File: src/core/tdc_pkg.sv
// Shared constants, register map and carrier types of the two-channel DMA
package tdc_pkg;
  localparam int PTR_W   = 24;
  localparam int CNT_W   = 16;
  localparam int DATA_W  = 16;
  localparam int SEL_W   = 5;
  localparam int ADDR_W  = 6;
  localparam int REG_W   = 32;
  localparam int CH_BIT  = 5;
  localparam int PERIPH_N = 20;

  // Register offsets inside one channel's window
  localparam logic [4:0] OFS_CTRL = 5'h00;
  localparam logic [4:0] OFS_SEL  = 5'h04;
  localparam logic [4:0] OFS_SRC  = 5'h08;
  localparam logic [4:0] OFS_DST  = 5'h0c;
  localparam logic [4:0] OFS_CNT  = 5'h10;
  localparam logic [4:0] OFS_WCNT = 5'h14;

  // Control register field positions
  localparam int CTRL_EN   = 0;
  localparam int CTRL_RPT  = 1;
  localparam int CTRL_WIDE = 2;
  localparam int CTRL_SP   = 3;
  localparam int CTRL_SW   = 5;
  localparam int CTRL_IRQ  = 6;

  // Transfer space encodings
  localparam logic [1:0] SPACE_FIXED   = 2'h0;
  localparam logic [1:0] SPACE_SRC_FWD = 2'h1;
  localparam logic [1:0] SPACE_DST_FWD = 2'h2;

  // Request source selector
  localparam logic [SEL_W-1:0] SEL_SOFT     = 5'h00;
  localparam logic [SEL_W-1:0] SEL_HW_BASE  = 5'h01;

  // Reset values
  localparam logic [PTR_W-1:0] RST_PTR = 24'h000000;
  localparam logic [CNT_W-1:0] RST_CNT = 16'h0000;
  localparam logic [SEL_W-1:0] RST_SEL = 5'h00;
  localparam logic [1:0]       RST_SPACE = 2'h0;
  localparam logic [1:0]       RST_BITS  = 2'h0;

  // Pointer steps per unit
  localparam logic [PTR_W-1:0] STEP_BYTE = 24'h000001;
  localparam logic [PTR_W-1:0] STEP_WORD = 24'h000002;

  typedef enum logic [1:0] {
    ST_IDLE  = 2'h0,
    ST_READ  = 2'h1,
    ST_LATCH = 2'h3,
    ST_WRITE = 2'h2
  } tdc_state_t;

  typedef struct packed {
    logic              we;
    logic              re;
    logic [ADDR_W-1:0] addr;
    logic [REG_W-1:0]  wdata;
  } tdc_reg_req_t;

  typedef struct packed {
    logic              rd;
    logic              wr;
    logic              wide;
    logic [PTR_W-1:0]  addr;
    logic [DATA_W-1:0] wdata;
  } tdc_mem_req_t;
endpackage

File: src/core/tdc_dma.sv
// Two-channel DMA engine: registers, arbitration and transfer sequencer
//
// Summary of operation
// - Source and destination pointers are 24 bits
// - At most one pointer advances per unit
// - Space: source, destination or neither advances
// - Units of 8 or 16 bits, 16-bit counter
// - Counter decrements per unit, underflow raises request
// - Twenty-five request sources per channel
// - Software bit write gives one request
// - Each hardware request edge gives one request
// - Channel zero wins simultaneous requests
// - Fixed pointer writes act at once
// - Forward pointer, counter change only at reload
// - Reload registers read and write freely
// - First transfer loads counter and forward pointer
// - One unit moves, counter down, pointer up
// - Transfers start only while channel enabled
// - One-shot underflow clears enable, sets request bit
// - Repeat underflow keeps enable, reloads, sets request
// - Repeat restarts sequence on next request
//
// Local design decisions: the address-and-strobe port and the address map.
`timescale 1ns/1ps
module tdc_dma
  import tdc_pkg::*;
#(
  parameter int PERIPH_CNT = PERIPH_N
)
(
  input  wire logic                  sys_clk,   // System clock
  input  wire logic                  rst,       // Async reset, high
  input  wire tdc_reg_req_t          regReq,    // Register port request
  output logic [REG_W-1:0]           regRdata,  // Read data, next cycle
  input  wire logic                  irqPinA,   // External pin a
  input  wire logic                  irqPinB,   // External pin b
  input  wire logic [PERIPH_CNT-1:0] periphIrq, // Peripheral requests
  output tdc_mem_req_t               memReq,    // Memory bus request
  input  wire logic [DATA_W-1:0]     memRdata,  // Data after read
  output logic [1:0]                 dmaIrq     // Request bit per channel
);
  localparam int HW_N = PERIPH_CNT + 4;

  logic [1:0]        chanOn;
  logic [1:0]        rptMode;
  logic [1:0]        wideMode;
  logic [1:0]        irqFlag;
  logic [1:0]        firstXfer;
  logic [1:0]        space [2];
  logic [SEL_W-1:0]  srcSel [2];
  logic [PTR_W-1:0]  srcReload [2];
  logic [PTR_W-1:0]  dstReload [2];
  logic [PTR_W-1:0]  srcWork [2];
  logic [PTR_W-1:0]  dstWork [2];
  logic [CNT_W-1:0]  cntReload [2];
  logic [CNT_W-1:0]  cntWork [2];
  tdc_state_t        state;
  logic              curCh;
  logic              curWide;
  logic [PTR_W-1:0]  curSrc;
  logic [PTR_W-1:0]  curDst;
  logic [1:0]        pendReq;
  logic [1:0]        grantAck;
  logic [1:0]        swReq;
  logic [1:0]        wrCtrl;
  logic [1:0]        wrSel;
  logic [1:0]        wrSrc;
  logic [1:0]        wrDst;
  logic [1:0]        wrCnt;
  logic [1:0]        uflowCh;
  logic [1:0]        busyCh;
  logic              regCh;
  logic [4:0]        regOfs;
  logic              grantCh;
  logic [PTR_W-1:0]  effSrc;
  logic [PTR_W-1:0]  effDst;
  logic [PTR_W-1:0]  step;
  logic              pinAFall;
  logic              pinABoth;
  logic              pinBFall;
  logic              pinBBoth;
  logic [HW_N-1:0]   hwSrc;

  // Pin edge sources sit below the peripheral lines in the selector
  tdc_pin_edge pinA (
    .sys_clk   (sys_clk),
    .rst       (rst),
    .pinIn     (irqPinA),
    .fallPulse (pinAFall),
    .bothPulse (pinABoth)
  );

  tdc_pin_edge pinB (
    .sys_clk   (sys_clk),
    .rst       (rst),
    .pinIn     (irqPinB),
    .fallPulse (pinBFall),
    .bothPulse (pinBBoth)
  );

  assign hwSrc = {periphIrq, pinBBoth, pinBFall, pinABoth, pinAFall};

  // One selector and pending latch per channel
  for (genvar g = 0; g < 2; g++)
  begin : gReq
    tdc_req_sel #(.HW_N(HW_N)) reqSel (
      .sys_clk  (sys_clk),
      .rst      (rst),
      .srcSel   (srcSel[g]),
      .hwIrq    (hwSrc),
      .swReq    (swReq[g]),
      .chanOn   (chanOn[g]),
      .grantAck (grantAck[g]),
      .pendReq  (pendReq[g])
    );
  end

  // Register address decode
  assign regCh  = regReq.addr[CH_BIT];
  assign regOfs = regReq.addr[CH_BIT-1:0];

  always_comb
  begin
    for (int c = 0; c < 2; c++)
    begin
      wrCtrl[c] = regReq.we && regCh == 1'(c) && regOfs == OFS_CTRL;
      wrSel[c]  = regReq.we && regCh == 1'(c) && regOfs == OFS_SEL;
      wrSrc[c]  = regReq.we && regCh == 1'(c) && regOfs == OFS_SRC;
      wrDst[c]  = regReq.we && regCh == 1'(c) && regOfs == OFS_DST;
      wrCnt[c]  = regReq.we && regCh == 1'(c) && regOfs == OFS_CNT;
      swReq[c]  = wrCtrl[c] && regReq.wdata[CTRL_SW];
      uflowCh[c] = state == ST_WRITE && curCh == 1'(c)
                   && cntWork[c] == RST_CNT;
      busyCh[c] = state != ST_IDLE && curCh == 1'(c);
    end
  end

  // Fixed priority: channel one only when channel zero is quiet
  assign grantAck[0] = state == ST_IDLE && pendReq[0] && chanOn[0];
  assign grantAck[1] = state == ST_IDLE && pendReq[1] && chanOn[1]
                       && !grantAck[0];
  assign grantCh = !grantAck[0];

  // First unit after enabling starts from the reload values
  always_comb
  begin
    effSrc = srcWork[grantCh];
    effDst = dstWork[grantCh];
    if (firstXfer[grantCh] && space[grantCh] == SPACE_SRC_FWD)
      effSrc = srcReload[grantCh];
    if (firstXfer[grantCh] && space[grantCh] == SPACE_DST_FWD)
      effDst = dstReload[grantCh];
  end

  assign step = curWide ? STEP_WORD : STEP_BYTE;

  // Control bits; hardware underflow beats a same-cycle software write
  always_ff @(posedge sys_clk or posedge rst)
  begin
    if (rst)
    begin
      chanOn    <= RST_BITS;
      rptMode   <= RST_BITS;
      wideMode  <= RST_BITS;
      irqFlag   <= RST_BITS;
      firstXfer <= RST_BITS;
      space[0]  <= RST_SPACE;
      space[1]  <= RST_SPACE;
    end
    else
    begin
      for (int c = 0; c < 2; c++)
      begin
        if (wrCtrl[c])
        begin
          chanOn[c]   <= regReq.wdata[CTRL_EN];
          rptMode[c]  <= regReq.wdata[CTRL_RPT];
          wideMode[c] <= regReq.wdata[CTRL_WIDE];
          space[c]    <= regReq.wdata[CTRL_SP+1:CTRL_SP];
          if (regReq.wdata[CTRL_EN] && !chanOn[c])
            firstXfer[c] <= 1'b1;
          if (!regReq.wdata[CTRL_IRQ])
            irqFlag[c] <= 1'b0;
        end
        if (grantAck[c])
          firstXfer[c] <= 1'b0;
        if (uflowCh[c] && !rptMode[c])
          chanOn[c] <= 1'b0;
        if (uflowCh[c])
          irqFlag[c] <= 1'b1;
      end
    end
  end

  // Reload registers and source selectors, plain storage
  always_ff @(posedge sys_clk or posedge rst)
  begin
    if (rst)
    begin
      for (int c = 0; c < 2; c++)
      begin
        srcSel[c]    <= RST_SEL;
        srcReload[c] <= RST_PTR;
        dstReload[c] <= RST_PTR;
        cntReload[c] <= RST_CNT;
      end
    end
    else
    begin
      for (int c = 0; c < 2; c++)
      begin
        if (wrSel[c])
          srcSel[c] <= regReq.wdata[SEL_W-1:0];
        if (wrSrc[c])
          srcReload[c] <= regReq.wdata[PTR_W-1:0];
        if (wrDst[c])
          dstReload[c] <= regReq.wdata[PTR_W-1:0];
        if (wrCnt[c])
          cntReload[c] <= regReq.wdata[CNT_W-1:0];
      end
    end
  end

  // Working pointers and counter; forward values only move by hardware
  always_ff @(posedge sys_clk or posedge rst)
  begin
    if (rst)
    begin
      for (int c = 0; c < 2; c++)
      begin
        srcWork[c] <= RST_PTR;
        dstWork[c] <= RST_PTR;
        cntWork[c] <= RST_CNT;
      end
    end
    else
    begin
      for (int c = 0; c < 2; c++)
      begin
        // Writes to a fixed pointer act now, software must not race them
        if (wrSrc[c] && space[c] != SPACE_SRC_FWD)
          srcWork[c] <= regReq.wdata[PTR_W-1:0];
        if (wrDst[c] && space[c] != SPACE_DST_FWD)
          dstWork[c] <= regReq.wdata[PTR_W-1:0];
        if (grantAck[c] && firstXfer[c])
        begin
          cntWork[c] <= cntReload[c];
          if (space[c] == SPACE_SRC_FWD)
            srcWork[c] <= srcReload[c];
          if (space[c] == SPACE_DST_FWD)
            dstWork[c] <= dstReload[c];
        end
        if (state == ST_WRITE && curCh == 1'(c))
        begin
          if (uflowCh[c] && rptMode[c])
          begin
            cntWork[c] <= cntReload[c];
            if (space[c] == SPACE_SRC_FWD)
              srcWork[c] <= srcReload[c];
            if (space[c] == SPACE_DST_FWD)
              dstWork[c] <= dstReload[c];
          end
          else
          begin
            cntWork[c] <= cntWork[c] - 16'h0001;
            // Only the forward pointer steps, a both-forward code is fixed
            if (space[c] == SPACE_SRC_FWD)
              srcWork[c] <= curSrc + step;
            else if (space[c] == SPACE_DST_FWD)
              dstWork[c] <= curDst + step;
          end
        end
      end
    end
  end

  // Sequencer: read, capture, write; four cycles per unit
  always_ff @(posedge sys_clk or posedge rst)
  begin
    if (rst)
    begin
      state   <= ST_IDLE;
      curCh   <= 1'b0;
      curWide <= 1'b0;
      curSrc  <= RST_PTR;
      curDst  <= RST_PTR;
      memReq  <= '0;
    end
    else
    begin
      case (state)
        ST_IDLE:
        begin
          if (|grantAck)
          begin
            curCh       <= grantCh;
            curWide     <= wideMode[grantCh];
            curSrc      <= effSrc;
            curDst      <= effDst;
            memReq.rd   <= 1'b1;
            memReq.addr <= effSrc;
            memReq.wide <= wideMode[grantCh];
            state       <= ST_READ;
          end
        end
        ST_READ:
        begin
          memReq.rd <= 1'b0;
          state     <= ST_LATCH;
        end
        ST_LATCH:
        begin
          // Byte units carry zero in the upper half
          memReq.wdata <= curWide ? memRdata
                                  : {8'h00, memRdata[7:0]};
          memReq.addr  <= curDst;
          memReq.wr    <= 1'b1;
          state        <= ST_WRITE;
        end
        ST_WRITE:
        begin
          memReq.wr <= 1'b0;
          state     <= ST_IDLE;
        end
        default:
          state <= ST_IDLE;
      endcase
    end
  end

  // Read data for one cycle after the strobe, zero otherwise
  always_ff @(posedge sys_clk or posedge rst)
  begin
    if (rst)
      regRdata <= 32'h0;
    else
    begin
      regRdata <= 32'h0;
      if (regReq.re)
      begin
        case (regOfs)
          OFS_CTRL: regRdata <= {24'h0, busyCh[regCh], irqFlag[regCh],
                                 1'b0, space[regCh], wideMode[regCh],
                                 rptMode[regCh], chanOn[regCh]};
          OFS_SEL:  regRdata <= {27'h0, srcSel[regCh]};
          OFS_SRC:  regRdata <= {8'h0, srcReload[regCh]};
          OFS_DST:  regRdata <= {8'h0, dstReload[regCh]};
          OFS_CNT:  regRdata <= {16'h0, cntReload[regCh]};
          OFS_WCNT: regRdata <= {16'h0, cntWork[regCh]};
          default:  regRdata <= 32'h0;
        endcase
      end
    end
  end

  assign dmaIrq = irqFlag;
endmodule

File: src/core/tdc_pin_edge.sv
// Pin synchroniser with falling-edge and both-edge pulse outputs
`timescale 1ns/1ps
module tdc_pin_edge
  import tdc_pkg::*;
(
  input  wire logic sys_clk,   // System clock
  input  wire logic rst,       // Async reset, high
  input  wire logic pinIn,     // Raw pin level
  output logic      fallPulse, // One cycle per falling edge
  output logic      bothPulse  // One cycle per any edge
);
  logic syncA;
  logic syncB;
  logic prevLvl;

  // Two-stage synchroniser; idle pin level assumed high
  always_ff @(posedge sys_clk or posedge rst)
  begin
    if (rst)
    begin
      syncA   <= 1'b1;
      syncB   <= 1'b1;
      prevLvl <= 1'b1;
    end
    else
    begin
      syncA   <= pinIn;
      syncB   <= syncA;
      prevLvl <= syncB;
    end
  end

  // Registered edge pulses, only stage two and later are examined
  always_ff @(posedge sys_clk or posedge rst)
  begin
    if (rst)
    begin
      fallPulse <= 1'b0;
      bothPulse <= 1'b0;
    end
    else
    begin
      fallPulse <= prevLvl & ~syncB;
      bothPulse <= prevLvl ^ syncB;
    end
  end
endmodule

File: src/core/tdc_req_sel.sv
// Per-channel request source selector and pending request latch
`timescale 1ns/1ps
module tdc_req_sel
  import tdc_pkg::*;
#(
  parameter int HW_N = PERIPH_N + 4
)
(
  input  wire logic             sys_clk,  // System clock
  input  wire logic             rst,      // Async reset, high
  input  wire logic [SEL_W-1:0] srcSel,   // Request source choice
  input  wire logic [HW_N-1:0]  hwIrq,    // Hardware request lines
  input  wire logic             swReq,    // Software request pulse
  input  wire logic             chanOn,   // Channel enable
  input  wire logic             grantAck, // Request taken by engine
  output logic                  pendReq   // Request waiting
);
  logic [HW_N-1:0]  hwPrev;
  logic [HW_N-1:0]  hwEdge;
  logic [SEL_W-1:0] hwIdx;
  logic             trig;

  // Each rising request line counts once, levels do not repeat
  always_ff @(posedge sys_clk or posedge rst)
  begin
    if (rst)
      hwPrev <= '0;
    else
      hwPrev <= hwIrq;
  end

  assign hwEdge = hwIrq & ~hwPrev;
  assign hwIdx  = srcSel - SEL_HW_BASE;

  // Source choice, out-of-range codes never fire
  always_comb
  begin
    trig = 1'b0;
    if (srcSel == SEL_SOFT)
      trig = swReq;
    else if (hwIdx < SEL_W'(HW_N))
      trig = hwEdge[hwIdx];
  end

  // New request beats the acknowledge of the old one
  always_ff @(posedge sys_clk or posedge rst)
  begin
    if (rst)
      pendReq <= 1'b0;
    else if (!chanOn)
      pendReq <= 1'b0;
    else if (trig)
      pendReq <= 1'b1;
    else if (grantAck)
      pendReq <= 1'b0;
  end
endmodule

File: config.mk
export PLATFORM = sky130hd
export DESIGN_NAME = tdc_dma
export DESIGN_NICKNAME = d
export VERILOG_FILES = /design/src/core/tdc_pkg.sv /design/src/core/tdc_dma.sv /design/src/core/tdc_pin_edge.sv /design/src/core/tdc_req_sel.sv
export SDC_FILE = /design/constraint.sdc
export NUM_CORES = 1
export LEC_CHECK = 0
export ABC_AREA = 1
export BUFFER_PORTS_ARGS = -buffer_cell sky130_fd_sc_hd__buf_2
export CORE_MARGIN = 4
export CORE_UTILIZATION = 50
export CTS_CLUSTER_SIZE = 24
export DETAILED_ROUTE_END_ITERATION = 7
export PLACE_DENSITY = 0.66
export SLEW_MARGIN = 10
export SYNTH_ARGS = -nofsm -noshare
export SYNTH_HDL_FRONTEND = slang
export SYNTH_SLANG_ARGS = --single-unit
File: constraint.sdc
create_clock -name sys_clk -period 19.7 [get_ports sys_clk]
set_input_delay 3.94 -clock sys_clk [delete_from_list [all_inputs] [get_ports sys_clk]]
set_output_delay 3.94 -clock sys_clk [all_outputs]
set_load 0.005 [all_outputs]
==> qor.tcl <==
set qor(port-buffer-count) 140
set qor(global_route.usage.total_pct) 34.54
set qor(wp_data_arrival_ns) 6.98
set qor(synth_area_sq_um) 25420
set qor(final_cell_area_sq_um) 27970
set qor(hold_path_class) {reg2reg}
set qor(start_kind) {input pin}
set qor(detailed_place.area_sq_um) 26330
set qor(drt_pre_antenna_iters) 8
set qor(vias) 25759
set qor(dr.first_iter.drc_count) 3280
set qor(synth_ff_type) {dfrtp_1}
set qor(crit_path_cell_trace) {buf_4, nand2_1, inv_1, nand4_2, buf_4, inv_1, nand2_1, nand3_1, o21ai_0, nand2_1, nand3_1}
set qor(cts_tree) {yes}
set qor(drt-vias-per-instance) 5.949
set qor(layout_commonest_cell) {nand2_1}
set qor(rsz_0062_raised_after_global_routing) {false}
set qor(yosysWarningCount) 0
set qor(crit_start) {regReq[37]}
set qor(die_width_um) 233.5
set qor(timing.final.crit_period_ns) 6.512
set qor(final_hold_viol_count) 0
set qor(worst_path_largest_cell_delay_ns) 0.82
set qor(path_clk_slew_ns) 0.06
set qor(synth_async_sr_flop_share_pct) 100.0
set qor(max-cap-violations) 0
set qor(clk_latency_ns) 0.60
set qor(ys_ff_latch) 434
set qor(htree_levels) 2
set qor(switching_power_as_a_share_of_total_power_pct) 38.77
set qor(drive_above_1_share_pct) 9.108
set qor(area_delta_synth_final_pct) 10.01
set qor(fin_util_pct) 55.74
set qor(timing.critical_path.to_type) {flip-flop}
set qor(cp_slowest_cell) {inv_1}
set qor(power.clock.fraction_pct) 28.9
set qor(tritoncts.num_buffers) 49
set qor(worst-path-max-fanout) 72
set qor(power_frac_comb_pct) 32.0
set qor(synth_cells) 3591
set qor(hpwl_um) 62820
set qor(power.switching_w) 0.001272
set qor(instances_no_fill) 4330
set qor(design_power_total_w) 0.003281
set qor(clock_root_buffer) {clkbuf_16}
set qor(nNetsFinal) 3713
set qor(grt_max_degree) 164
set qor(dieArea_sq_um) 54510
set qor(die_y_um) 233.5
set qor(achievable-frequency_mhz) 153.6
set qor(sequentialPowerShare_pct) 39.2
set qor(synth_enable_flop_cells) 0
set qor(timing.max_slew.rel_slack_pct) 12.28
set qor(final.fill_count) 4817
set qor(leakage_nw) 13.52
set qor(coreArea_sq_um) 50170
set qor(initial_core_util_pct) 50.67
set qor(wire_length_of_the_first_global_routing_pass_um) 144600
set qor(r2r_start) {state[1]}
set qor(timing_worst_setup_path_type) {in2reg}
set qor(synth.yosys.seq_area_share_pct) 42.75
set qor(synthesis.area_per_instance_sq_um) 7.079
set qor(vdd_ir_drop_max_v) 0.00006603
set qor(placedCellCount) 4240
set qor(antenna_violating_nets_left) 0
set qor(setup-tns-final_ns) 0
set qor(gp_congestion) 0.9668
set qor(timing.critical_path.buf_inv) 4
set qor(postCtsSetupBuffers) 0
set qor(post_route_clock_period_utilization_pct) 33.06
set qor(cp_data_required_time_ns) 20.17
set qor(cellInternalPower_w) 0.002009
set qor(number_of_distinct_library_cell_variants_in_the_gate_level_netlist_after_synthesis) 48
set qor(final_cell_mix) {1280 x nand2_1, 428 x dfrtp_1, 426 x o21ai_0}
set qor(cts_num_sinks) 434
set qor(fin_worst_skew_ns) 0.02092
set qor(detail_route.drc_violations) 0
set qor(globalRoute.totalOverflow) 0
set qor(top_level_ports) 157
set qor(holdBufCountCts) 0
set qor(power_per_cell_area_nw_per_um2) 117.3
set qor(grt_pass1_vias) 24569
set qor(timing.critical_path.max_delay_family) {buffers and inverters}
set qor(antenna_violations_before_repair) 2
set qor(min_from) {pinB.syncA}
set qor(max_slew.worst_pin.slew_ns) 1.313
set qor(run_status) {complete, no violations}
set qor(drv_slew) 0
set qor(placement_row_count) 82
set qor(ctsLongestPathBuffers) 3
set qor(path_common_cell) {nand2_1}
set qor(wl_per_cell_um) 22.11
set qor(post_cts_sizing_count) 0
set qor(finalSetupViolCount) 0
set qor(wire_length_after_detailed_routing_um) 95750
cells by family (layout without fill, tap and decap cells):
group / Yosys count / in the layout / share of synthesized area (%)
AOI/OAI and AO/OA: 794 / 794 / 17.38
adders and majority gates: 14 / 14 / 0.7481
DFF: 434 / 434 / 42.75
buffers and inverters: 538 / 596 / 8.717
other: 1 / 10 / 0.01475
xor gates and xnor gates: 57 / 57 / 1.964
and+or+nand+nor: 1753 / 1753 / 28.42
worst paths after layout:
kind | cells past startpoint | endpoint | slack (ns)
max reg2reg | 10 | curSrc[20] | 15.72
min | 0 | pinB.syncB | 0.36
max in group asynchronous | 4 | dstReload[45] | 14.10
min reg2reg | 0 | pinB.syncB | 0.36
max | 11 | dstWork[1] | 13.19
min in group asynchronous | 2 | gReq[1].reqSel.hwPrev[7] | 3.39
worst reg2reg max path, stage by stage, from the launching register on:
cell     delay, ns
dfrtp_1       0.51
inv_2         0.13
nand2_2       0.08
nor2_4        0.07
buf_4         0.81
nand2_1       0.15
buf_4         0.32
o21ai_2       0.17
nand3_4       0.73
o21ai_0       0.72
o21ai_0       0.17
layer usage:
metal  track usage, %  vias up  routed length [um]
met5                0        -                  13
met1            45.41    12221               37970
li1                 -    11756                   -
met2            53.21     1445               42060
met3            9.000      335               10800
met4            16.75        2                4898
registers in the layout, summed over array words and instances (netlist names), 32 cells and up:
register / flops
srcWork: 48
dstReload: 48
dstWork: 48
srcReload: 48
cntReload: 32
cntWork: 32
memReq: 42
area by class of cell:
type / instances / area (sq um) / area share (%)
clock buffer: 74 / 1480 / 5.293
timing repair buffer: 176 / 985.9 / 3.526
antenna: 2 / 5.005 / 0.01790
inverter: 332 / 1255 / 4.487
sequential: 434 / 10870 / 38.86
tap: 672 / 840.8 / 3.007
clock inverter: 14 / 155.1 / 0.5548
multi-input combinational: 2626 / 12380 / 44.25
Yosys cell counts, types with 2 or more instances:
cell type / number / area (sq um)
a21oi_1: 113 / 565.5
a22oi_1: 33 / 247.7
a31oi_1: 16 / 100.1
a41oi_1: 3 / 26.28
buf_1: 21 / 78.83
buf_2: 45 / 225.2
buf_4: 19 / 142.6
buf_6: 9 / 101.4
clkbuf_1: 112 / 420.4
dfrtp_1: 428 / 10710
dfstp_2: 6 / 157.7
fa_1: 2 / 40.04
ha_1: 12 / 150.1
inv_1: 313 / 1175
inv_2: 18 / 67.56
nand2_1: 1281 / 4808
nand2_2: 5 / 31.28
nand2_4: 2 / 22.52
nand3_1: 280 / 1401
nand3_4: 2 / 35.03
nand3b_1: 3 / 22.52
nand4_1: 17 / 106.4
nand4_2: 2 / 25.02
nor2_1: 114 / 427.9
nor2_2: 13 / 81.33
nor2_4: 6 / 67.56
nor3_1: 15 / 75.07
nor4_1: 4 / 25.02
o211ai_1: 63 / 473.0
o211ai_2: 9 / 112.6
o21a_1: 5 / 37.54
o21ai_0: 426 / 2132
o21ai_1: 72 / 360.4
o221ai_1: 4 / 35.03
o22ai_1: 40 / 250.2
o31ai_1: 6 / 45.04
or2_2: 6 / 37.54
xnor2_1: 10 / 87.58
xor2_1: 47 / 411.6
power by group through the flow:
stage          Combinational (W)  Clock, W  Sequential, W
5_1_grt                  0.00118  0.000991        0.00130
6_report                 0.00105  0.000947        0.00128
3_3_place_gp            0.000991         0        0.00128
4_1_cts                  0.00103  0.000955        0.00128
2_1_floorplan           0.000770         0        0.00122
3_5_place_dp             0.00102         0        0.00129
through the flow:
stage | hold slack [ns] | setup WS [ns]
global route | 0.3590 | 13.15
global placement | 0.3457 | 12.85
CTS | 0.3560 | 13.36
floorplan | 0.3452 | 3.682
detailed placement | 0.3472 | 12.77
finish | 0.3552 | 13.19
Note: power is estimated with default switching activity, not from simulation.
